[src/grsb_pkg.sv]
/*
  Package for the gauge result and status bank: command codes, flag bit positions,
  error margin settings and timing constants.
  Assumes a single 40 MHz system clock and byte-wide command addressing.
*/
package grsb_pkg;
  // command codes (byte addresses seen by the serial slave)
  localparam logic [7:0] CMD_CHARGE_PERCENT = 8'h02;
  localparam logic [7:0] CMD_ERROR_MARGIN   = 8'h03;
  localparam logic [7:0] CMD_CAPACITY_LEFT  = 8'h04;
  localparam logic [7:0] CMD_CAPACITY_FULL  = 8'h06;
  localparam logic [7:0] CMD_VOLTAGE        = 8'h08;
  localparam logic [7:0] CMD_AVG_CURRENT    = 8'h0a;
  localparam logic [7:0] CMD_TEMPERATURE    = 8'h0c;
  localparam logic [7:0] CMD_STATUS_MAIN    = 8'h0e;
  localparam logic [7:0] CMD_INST_CURRENT   = 8'h10;
  localparam logic [7:0] CMD_STATUS_SECOND  = 8'h12;
  localparam logic [7:0] RD_UNMAPPED        = 8'h00;

  // main status word bit positions
  localparam int BIT_CHARGE_OVERHEAT     = 15;
  localparam int BIT_DISCHARGE_OVERHEAT  = 14;
  localparam int BIT_BATT_HIGH           = 13;
  localparam int BIT_BATT_LOW            = 12;
  localparam int BIT_CHARGE_INHIBITED    = 11;
  localparam int BIT_CHARGING_DISALLOWED = 10;
  localparam int BIT_FULL_CHARGE         = 9;
  localparam int BIT_FAST_CHARGE_ALLOWED = 8;
  localparam int BIT_OCV_TAKEN           = 7;
  localparam int BIT_CONDITION           = 4;
  localparam int BIT_THRESHOLD_FIRST     = 2;
  localparam int BIT_THRESHOLD_FINAL     = 1;
  localparam int BIT_DISCHARGE           = 0;
  localparam logic [15:0] MAIN_USED_MASK = 16'hff97;

  // second status word bit positions
  localparam int BIT_HEALTH_ACTIVE       = 15;
  localparam int BIT_IRON_RELAXATION_MODE          = 14;
  localparam int BIT_FIRST_DEPTH         = 13;
  localparam int BIT_END_CHARGE_DEPTH    = 10;
  localparam int BIT_CAP_TEMP_ADJUSTED   = 9;
  localparam logic [15:0] SECOND_USED_MASK = 16'he600;

  // charge percentage and error margin figures, in percent
  localparam logic [7:0] PERCENT_FULL_SCALE = 8'h64;
  localparam logic [7:0] MARGIN_RESET       = 8'h64;
  localparam logic [7:0] MARGIN_BOTH_UPDATE = 8'h01;
  localparam logic [7:0] MARGIN_QMAX_UPDATE = 8'h03;
  localparam logic [7:0] MARGIN_RA_UPDATE   = 8'h05;
  // fine margin counts in steps of 0.05 percent
  localparam logic [11:0] FINE_PER_PERCENT = 12'h014;
  localparam logic [11:0] FINE_FULL_SCALE  = 12'h7d0;
  localparam logic [7:0] FULL_SET_DISABLED = 8'hff;

  // refresh interval of the current words
  localparam int unsigned CLK_HZ            = 40_000_000;
  localparam int unsigned REFRESH_PERIOD_MS = 1000;
  localparam int unsigned REFRESH_CYCLES    = CLK_HZ / 1000 * REFRESH_PERIOD_MS;
endpackage

[src/grsb_bank.sv]
/*
  Result and status bank of the battery gauge: charge, error margin, capacities,
  voltage, currents, temperature and two status words, read by command code.
  Assumes measurement results and event pulses come from the gauging logic
  synchronous to clk_sys, and that the serial slave presents one byte read per
  command strobe.
*/
// Summary of operation
// - charge percentage at 0x02, clamped 0-100
// - error margin at 0x03, kept 1-100
// - internal margin grows 0.05% per cycle count once a capacity update is seen
// - reported margin rises 1% per cycle count
// - reset 100, both 1, capacity 3, table 5
// - condition flag set above limit, cleared below
// - remaining capacity word at 0x04/0x05
// - full capacity word at 0x06/0x07
// - scaled flag indicates only, no scaling applied
// - voltage word at 0x08/0x09 in millivolts
// - average current at 0x0a, refreshed each second
// - temperature at 0x0c in tenth kelvin
// - source select: 0 internal, 1 external
// - main status high byte bit layout
// - main status low byte bit layout
// - open circuit bit: clear entry, set measured
// - full charge bit from termination or threshold
// - second status word layout at 0x12
// - first depth: set entry, clear valid/exit
// - instant current at 0x10, refreshed each second
// - voltage and temperature threshold status bits
`timescale 1ns/1ps
module grsb_bank
  import grsb_pkg::*;
#(
  parameter int unsigned SECOND_CYCLES = REFRESH_CYCLES
) (
  input  wire logic              clk_sys,
  input  wire logic              reset,
  input  wire logic [7:0]        cmd_addr,
  input  wire logic              cmd_rd,
  input  wire logic              cmd_wr,
  input  wire logic [7:0]        cmd_wdata,
  output logic      [7:0]        rd_data,
  output logic                   rd_valid,
  input  wire logic [7:0]        charge_percent_in,
  input  wire logic [15:0]       capacity_left_in,
  input  wire logic [15:0]       capacity_full_in,
  input  wire logic [15:0]       voltage_in,
  input  wire logic [15:0]       avg_current_in,
  input  wire logic [15:0]       inst_current_in,
  input  wire logic [15:0]       temp_internal_in,
  input  wire logic [15:0]       temp_external_in,
  input  wire logic              temp_source_select,
  input  wire logic              scaled_units,
  input  wire logic [15:0]       cycle_counter,
  input  wire logic              qmax_update,
  input  wire logic              ra_update,
  input  wire logic [7:0]        error_limit,
  input  wire logic [15:0]       batt_high_mv,
  input  wire logic [15:0]       batt_low_mv,
  input  wire logic [15:0]       inhibit_temp_low,
  input  wire logic [15:0]       inhibit_temp_high,
  input  wire logic signed [7:0] full_set_threshold,
  input  wire logic              charge_termination,
  input  wire logic              relaxation_mode,
  input  wire logic              ocv_done,
  input  wire logic              dod_valid,
  input  wire logic              charge_overheat,
  input  wire logic              discharge_overheat,
  input  wire logic              charging_disallowed,
  input  wire logic              fast_charge_allowed,
  input  wire logic              charge_threshold_first,
  input  wire logic              charge_threshold_final,
  input  wire logic              discharge_detected,
  input  wire logic              health_calc_active,
  input  wire logic              iron_relaxation_mode_enabled,
  input  wire logic              end_charge_depth_updated,
  input  wire logic              capacity_temp_adjusted,
  output logic [11:0]            margin_fine,
  output logic                   scaled_units_seen
);

  typedef struct packed {
    logic [7:0]  charge;
    logic [7:0]  margin;
    logic [11:0] fine;
    logic        qmax_seen;
    logic [15:0] cap_left;
    logic [15:0] cap_full;
    logic [15:0] volt;
    logic [15:0] avg_cur;
    logic [15:0] inst_cur;
    logic [15:0] temp;
    logic [15:0] main_flags;
    logic [15:0] second_flags;
    logic [15:0] cycle_prev;
    logic        relaxation_mode_prev;
    logic [25:0] tick_cnt;
    logic [7:0]  rd_byte;
    logic        rd_ok;
  } grsb_state_type;

  grsb_state_type state_reg;
  grsb_state_type state_next;
  logic           tick;
  logic           cycle_step;
  logic           relaxation_mode_enter;
  logic           relaxation_mode_exit;

  function automatic logic [7:0] word_byte(input logic [15:0] w, input logic hi);
    word_byte = hi ? w[15:8] : w[7:0];
  endfunction

  assign tick        = (state_reg.tick_cnt == 26'(SECOND_CYCLES - 1));
  assign cycle_step  = (cycle_counter != state_reg.cycle_prev);
  assign relaxation_mode_enter = relaxation_mode && !state_reg.relaxation_mode_prev;
  assign relaxation_mode_exit  = !relaxation_mode && state_reg.relaxation_mode_prev;

  always_comb begin
    state_next = state_reg;
    state_next.cycle_prev = cycle_counter;
    state_next.relaxation_mode_prev = relaxation_mode;
    state_next.tick_cnt   = tick ? 26'h0 : state_reg.tick_cnt + 26'h1;

    if (charge_percent_in > PERCENT_FULL_SCALE) begin
      state_next.charge = PERCENT_FULL_SCALE;
    end else begin
      state_next.charge = charge_percent_in;
    end
    state_next.cap_left = capacity_left_in;
    state_next.cap_full = capacity_full_in;
    state_next.volt     = voltage_in;
    state_next.temp     = temp_source_select ? temp_external_in : temp_internal_in;
    if (tick) begin
      state_next.avg_cur  = avg_current_in;
      state_next.inst_cur = inst_current_in;
    end

    if (cycle_step) begin
      if (state_reg.margin < MARGIN_RESET) begin
        state_next.margin = state_reg.margin + 8'h01;
      end
      if (state_reg.qmax_seen && state_reg.fine < FINE_FULL_SCALE) begin
        state_next.fine = state_reg.fine + 12'h001;
      end
    end
    if (qmax_update && ra_update) begin
      state_next.margin = MARGIN_BOTH_UPDATE;
    end else if (qmax_update) begin
      state_next.margin = MARGIN_QMAX_UPDATE;
    end else if (ra_update) begin
      state_next.margin = MARGIN_RA_UPDATE;
    end
    if (qmax_update || ra_update) begin
      state_next.fine = 12'(state_next.margin * FINE_PER_PERCENT);
    end
    if (qmax_update) begin
      state_next.qmax_seen = 1'b1;
    end

    state_next.main_flags[BIT_CHARGE_OVERHEAT]     = charge_overheat;
    state_next.main_flags[BIT_DISCHARGE_OVERHEAT]  = discharge_overheat;
    state_next.main_flags[BIT_BATT_HIGH]           = voltage_in > batt_high_mv;
    state_next.main_flags[BIT_BATT_LOW]            = voltage_in < batt_low_mv;
    state_next.main_flags[BIT_CHARGE_INHIBITED]    =
      (state_next.temp < inhibit_temp_low) || (state_next.temp > inhibit_temp_high);
    state_next.main_flags[BIT_CHARGING_DISALLOWED] = charging_disallowed;
    state_next.main_flags[BIT_FAST_CHARGE_ALLOWED] = fast_charge_allowed;
    state_next.main_flags[BIT_THRESHOLD_FIRST]     = charge_threshold_first;
    state_next.main_flags[BIT_THRESHOLD_FINAL]     = charge_threshold_final;
    state_next.main_flags[BIT_DISCHARGE]           = discharge_detected;

    if (full_set_threshold == $signed(FULL_SET_DISABLED)) begin
      if (charge_termination) begin
        state_next.main_flags[BIT_FULL_CHARGE] = 1'b1;
      end else if (discharge_detected) begin
        state_next.main_flags[BIT_FULL_CHARGE] = 1'b0;
      end
    end else begin
      state_next.main_flags[BIT_FULL_CHARGE] =
        $signed({1'b0, state_reg.charge}) > 9'(full_set_threshold);
    end

    if (relaxation_mode_enter) begin
      state_next.main_flags[BIT_OCV_TAKEN] = 1'b0;
    end
    if (relaxation_mode && ocv_done) begin
      state_next.main_flags[BIT_OCV_TAKEN] = 1'b1;
    end

    if (state_reg.margin > error_limit) begin
      state_next.main_flags[BIT_CONDITION] = 1'b1;
    end else if (state_reg.margin < error_limit) begin
      state_next.main_flags[BIT_CONDITION] = 1'b0;
    end
    state_next.main_flags = state_next.main_flags & MAIN_USED_MASK;

    state_next.second_flags[BIT_HEALTH_ACTIVE]     = health_calc_active;
    state_next.second_flags[BIT_IRON_RELAXATION_MODE]        = iron_relaxation_mode_enabled;
    state_next.second_flags[BIT_END_CHARGE_DEPTH]  = end_charge_depth_updated;
    state_next.second_flags[BIT_CAP_TEMP_ADJUSTED] = capacity_temp_adjusted;
    if (dod_valid || relaxation_mode_exit) begin
      state_next.second_flags[BIT_FIRST_DEPTH] = 1'b0;
    end
    if (relaxation_mode_enter) begin
      state_next.second_flags[BIT_FIRST_DEPTH] = 1'b1;
    end
    state_next.second_flags = state_next.second_flags & SECOND_USED_MASK;

    // writes from the host are accepted by the slave but change nothing here
    state_next.rd_ok   = cmd_rd && !cmd_wr;
    state_next.rd_byte = RD_UNMAPPED;
    if (cmd_rd && !cmd_wr) begin
      unique case ({cmd_addr[7:1], 1'b0})
        CMD_CHARGE_PERCENT: begin
          state_next.rd_byte = cmd_addr[0] ? state_reg.margin : state_reg.charge;
        end
        CMD_CAPACITY_LEFT: state_next.rd_byte = word_byte(state_reg.cap_left, cmd_addr[0]);
        CMD_CAPACITY_FULL: state_next.rd_byte = word_byte(state_reg.cap_full, cmd_addr[0]);
        CMD_VOLTAGE:       state_next.rd_byte = word_byte(state_reg.volt, cmd_addr[0]);
        CMD_AVG_CURRENT:   state_next.rd_byte = word_byte(state_reg.avg_cur, cmd_addr[0]);
        CMD_TEMPERATURE:   state_next.rd_byte = word_byte(state_reg.temp, cmd_addr[0]);
        CMD_STATUS_MAIN:   state_next.rd_byte = word_byte(state_reg.main_flags, cmd_addr[0]);
        CMD_INST_CURRENT:  state_next.rd_byte = word_byte(state_reg.inst_cur, cmd_addr[0]);
        CMD_STATUS_SECOND: state_next.rd_byte = word_byte(state_reg.second_flags, cmd_addr[0]);
        default:           state_next.rd_byte = RD_UNMAPPED;
      endcase
    end
  end

  always_ff @(posedge clk_sys or posedge reset) begin
    if (reset) begin
      state_reg        <= '0;
      state_reg.margin <= MARGIN_RESET;
      state_reg.fine   <= FINE_FULL_SCALE;
    end else begin
      state_reg <= state_next;
    end
  end

  assign rd_data           = state_reg.rd_byte;
  assign rd_valid          = state_reg.rd_ok;
  assign margin_fine       = state_reg.fine;
  assign scaled_units_seen = scaled_units;
endmodule

[config.mk]
export PLATFORM = sky130hd
export DESIGN_NAME = grsb_bank
export DESIGN_NICKNAME = d
export VERILOG_FILES = /design/src/grsb_pkg.sv /design/src/grsb_bank.sv
export SDC_FILE = /design/constraint.sdc
export NUM_CORES = 1
export LEC_CHECK = 0
export BUFFER_PORTS_ARGS = -buffer_cell sky130_fd_sc_hd__buf_4
export CORE_MARGIN = 2
export CORE_UTILIZATION = 54
export CTS_CLUSTER_SIZE = 30
export DETAILED_ROUTE_END_ITERATION = 10
export GPL_ROUTABILITY_DRIVEN = 0
export HOLD_SLACK_MARGIN = 0.08
export PLACE_DENSITY = 0.81
export SLEW_MARGIN = 20
export SYNTH_ARGS = -nofsm -noshare
export SYNTH_HDL_FRONTEND = slang
export SYNTH_SLANG_ARGS = --single-unit
[constraint.sdc]
create_clock -name clk_sys -period 7.5 [get_ports clk_sys]
set_input_delay 0 -clock clk_sys [delete_from_list [all_inputs] [get_ports clk_sys]]
set_output_delay 0 -clock clk_sys [all_outputs]
set_load 0.1 [all_outputs]
Yosys cells after proc, flatten, opt, wreduce, memory -nomap -nowiden
Index checks and enable logic that the tools add are counted.
{"block": "classes", "order_cmp": 10, "n_reduce_logical": 18, "multipliers": 1, "muxes": 30, "n_eq_ne": 13, "addsub": 3}
{"operator": "$mux 8", "n": 15}
{"operator": "$pmux 8 s9", "n": 1}
{"operator": "$gt 16x16->1", "n": 2}
{"operator": "$lt 16x16->1", "n": 2}
{"operator": "$eq 7x3->1 const B", "n": 4}
{"operator": "$add 26x1->26 const B", "n": 1}
{"operator": "$eq 26x26->1 const B", "n": 1}
{"operator": "$mux 26", "n": 1}
{"operator": "$mux 12", "n": 2}
{"operator": "$mux 20", "n": 1}
{"operator": "$mux 16", "n": 1}
{"operator": "$ne 16x16->1", "n": 1}
{"operator": "$eq 7x2->1 const B", "n": 2}
{"operator": "$eq 7x4->1 const B", "n": 2}
{"operator": "$add 12x1->12 const B", "n": 1}
{"operator": "$lt 12x11->1 const B", "n": 1}
{"operator": "$mul 8x3->10 const B", "n": 1}
{"operator": "$reduce_bool 2->1", "n": 5}
{"operator": "$gt 9x8->1", "n": 1}
{"operator": "$mux 1", "n": 9}
{"operator": "$add 8x1->8 const B", "n": 1}
{"operator": "$eq 8x1->1 const B", "n": 1}
{"operator": "$gt 8x7->1 const B", "n": 1}
{"operator": "$gt 8x8->1", "n": 1}
{"operator": "other kinds (8)", "n": 17}
{"block": "totals", "out_inout_bits": 22, "wordCells": 96, "reg_bits": 195}

Logic depth before layout (Yosys ltp)
{"block": "depth", "depth_word": 9, "ltp_mapped": 16}

Worst setup path before layout
OpenSTA, ideal clock, no wires.
{"block": "synth_path", "kind": "register -> register", "start": "register state_reg[37] (netlist name)", "end": "register state_reg, in the netlist margin_fine[11]", "setup_ns": 0.136, "arrival_ns": 3.251, "path_stages_with_launch": 17, "required_ns": 7.364, "path_slack_ns": 4.113, "cell_sequence": "dfrtp_1 > xor2_1 > nor4_1 > and4_4 > buf_2 > nor3_1 > nand4_1 > mux2i_1 > ha_1 > ha_1 > fa_1 > a21oi_1 > nor2_1 > nor2_1 > nor2b_1 > o21ai_0 > o21ai_0"}
{"element": "from (decl)", "line_no": "grsb_bank.sv:102", "text": "grsb_state_type state_reg;"}
{"element": "from (signal assigned)", "line_no": "grsb_bank.sv:236", "text": "state_reg <= state_next;"}

==> flow_metrics.tcl <==
set metrics [dict create \
    die_x_microns 144.0 \
    irDropWorstVdd_v 0.0001344 \
    clk_latency_ns 0.44 \
    status "complete, no violations" \
    first_pass_iters 5 \
    groute.usage.overall_pct 32.16 \
    synth-edff-count 0 \
    crit_path_end "margin_fine[11]" \
    first_global_vias 9947 \
    io_pins 277 \
    grt_pass1_wl_microns 50580 \
    period_share_pct 52.52 \
    clkSinkCount 195 \
    antenna_found_initial 3 \
    worstSetupPathType "reg2reg" \
    avgViaCountPerCell 5.605 \
    path_max_fanout 12 \
    cts_max_path_buffers 2 \
    start_util_pct 54.75 \
    start_kind "flop" \
    cts_tree "done" \
    portBuffers 266 \
    grt_max_degree 112 \
    post-cts-setup-buffers 0 \
    avgSynthCellArea_sq_um 10.90 \
    grt-ovfl-total 0 \
    finalNetCount 1730 \
    synthToLayoutAreaGrowth_pct 41.63 \
    largest_reg_flops 174 \
    rsz0062_at_grt "false" \
    yosys_warnings 0 \
    synth.distinct_cells 66 \
    clk_pin_slew_ns 0.07 \
    core_area_sq_mm 0.01933 \
    max_freq_ghz 0.2539 \
    cp-startpoint "state_reg[46]" \
    drtAntennaViolNets 0 \
    power_w 0.002559 \
    final_hold_viol_count 0 \
    syn_nets 1318 \
    drc 0 \
    root_buffer "clkbuf_16" \
    ys.flop_type "dfrtp_1" \
    ys_ff_latch 195 \
    synthArstFlopShare_pct 100.0 \
    r2r_cells 15 \
    cts_made_buffers 17 \
    cts-htree-levels 4 \
    cts_resized 0 \
    hp-class "in2reg" \
    reg2reg_slack_ns 3.56 \
    worstPathArrival_ns 4.22 \
    end_kind "flop" \
    finClkSkew_ns 0.009656 \
    ctsHoldBuffers 170 \
    synth_area_sq_mm 0.01059 \
    rows 51 \
    wl_microns 32440 \
    slew_viol_final 0 \
    dr.first_iter.drc_count 662 \
    drive_gt1_share_pct 27.36 \
    tightest_slew_ns 0.9715 \
    maxCapViolCount 0 \
    powerDensity_mw_per_mm2 170.7 \
    fin_ws_ns 3.561 \
    yosysSeqAreaShare_pct 46.21 \
    setup_viol 0 \
    dp_slack_ns 3.663 \
    setup_tns_ns 0 \
    period_minus_slack_ns 3.939 \
    rr_endpoint "margin_fine[11]" \
    dp_hpwl_microns 21230 \
    vias 9333 \
    fill_cells 1168 \
    crit_required_ns 7.78 \
    p_leak_nw 7.437 \
    relSlewSlack_pct 35.02 \
    timing.rr.start "state_reg[46]" \
    wl_per_cell_microns 19.48 \
    synthCells 971 \
    fp.dieArea_sq_mm 0.02074 \
    die_y_microns 144.0 \
]
==> per-stage QoR <==
stage | instance area, sq um | utilization [%] | hold slack (ns) | std cells
after floorplan | 10590 | - | 0.02936 | 971
after global placement | 12660 | 65.47 | 0.001434 | 1459
after detailed placement | 12660 | 65.47 | 0.001434 | 1459
after CTS | 14980 | 77.47 | 0.08115 | 1661
after global routing | 14990 | 77.53 | 0.1246 | 1664
final | 14990 | 77.54 | 0.09094 | 1665
==> synth_stat cells, drive strengths merged (3+ instances only) <==
library cell,count,area (sq um)
dfrtp,186,4654
inv,93,349.1
ha,91,1139
mux2,54,608.1
nor2,51,191.4
nand2,46,172.7
buf,35,240.2
a21oi,34,170.2
o21ai,34,170.2
mux2i,33,330.3
xor2,28,245.2
nand3,27,135.1
nand4,27,168.9
xnor2,25,219.0
a21o,23,173.9
nor3,19,106.4
nor4,13,111.4
clkbuf,10,37.54
nor2b,10,62.56
dfstp,9,236.5
mux4,9,202.7
nand2b,9,56.30
o21a,9,67.56
o22ai,9,56.30
a31oi,8,50.05
and2,8,50.05
and3,8,50.05
or3,6,37.54
a211o,5,43.79
a221oi,5,43.79
and4,4,37.54
a211oi,3,22.52
a22oi,3,22.52
nand4b,3,26.28
o221ai,3,26.28
or2,3,18.77
==> cell type report <==
cell class / count / area, sq um / area share, %
multi-input cells: 638 / 5067 / 33.80
flip-flops and latches: 195 / 4891 / 32.62
repair buffers: 438 / 3717 / 24.80
clock buffers: 17 / 425.4 / 2.838
inverters: 93 / 356.6 / 2.379
well taps: 265 / 331.6 / 2.212
clock inverters: 15 / 192.7 / 1.285
diodes: 4 / 10.01 / 0.06677
==> how the worst min path moves through the flow <==
stage / cells past startpoint / end / slack [ns] / start
global route: 4 / rd_data[3] / 0.12 / cmd_addr[2]
detailed placement: 0 / scaled_units_seen / 0.001 / scaled_units
floorplan: 1 / state_reg[195] / 0.03 / qmax_update
finish: 4 / rd_data[3] / 0.09 / cmd_addr[2]
CTS: 4 / rd_data[3] / 0.08 / cmd_addr[2]
global placement: 0 / scaled_units_seen / 0.001 / scaled_units
==> logic make-up (layout without fill, tap and decap cells) <==
logic type	after synthesis	after routing	share of synthesized area [%]
buffers and inverters	138	563	5.922
and+or+nand+nor	241	241	12.13
DFF	195	195	46.21
muxes	96	96	10.78
xor gates and xnor gates	53	53	4.385
adders and majority gates	92	92	10.95
AOI/OAI and AO/OA	155	155	9.598
other	1	5	0.03543
==> worst max-delay path: stages, from the launching register on <==
cell and delay [ns]:
dfrtp_1 0.38, xor2_1 0.17, nor4_1 0.54, and4_4 0.48
nor3_1 0.14, nand4_1 0.14, mux2i_1 0.33, ha_1 0.30
ha_1 0.23, fa_1 0.40, a21oi_1 0.17, nor2_1 0.06
nor2_1 0.15, nor2b_1 0.06, o21ai_0 0.12, o21ai_0 0.09
==> where the power goes <==
part | switching [W] | internal, W
clock network | 0.000445 | 0.000509
registers | 0.0000268 | 0.00109
logic | 0.000237 | 0.000247
total | 0.000709 | 0.00185
==> cells in the final DEF (no fill, tap or decap), types with 27 or more instances in the layout <==
cell,n
dlygate4sd3_1,170
nand2_1,46
dfrtp_1,186
buf_4,267
nand3_1,27
xor2_1,28
nand4_1,27
nor2_1,51
mux2_2,53
mux2i_1,33
inv_1,92
o21ai_0,34
a21oi_1,34
ha_1,91
==> layer usage <==
metal / GRT usage, % / share of wire [%] / vias up / wire (microns)
met5: 0 / 0 / - / 0
met2: 56.32 / 51 / 435 / 16480
met4: 16.72 / 4.8 / 0 / 1569
met1: 37.19 / 38 / 4543 / 12250
li1: - / - / 4245 / -
met3: 6.821 / 6.6 / 110 / 2144
Note: power is estimated with default switching activity, not from simulation.
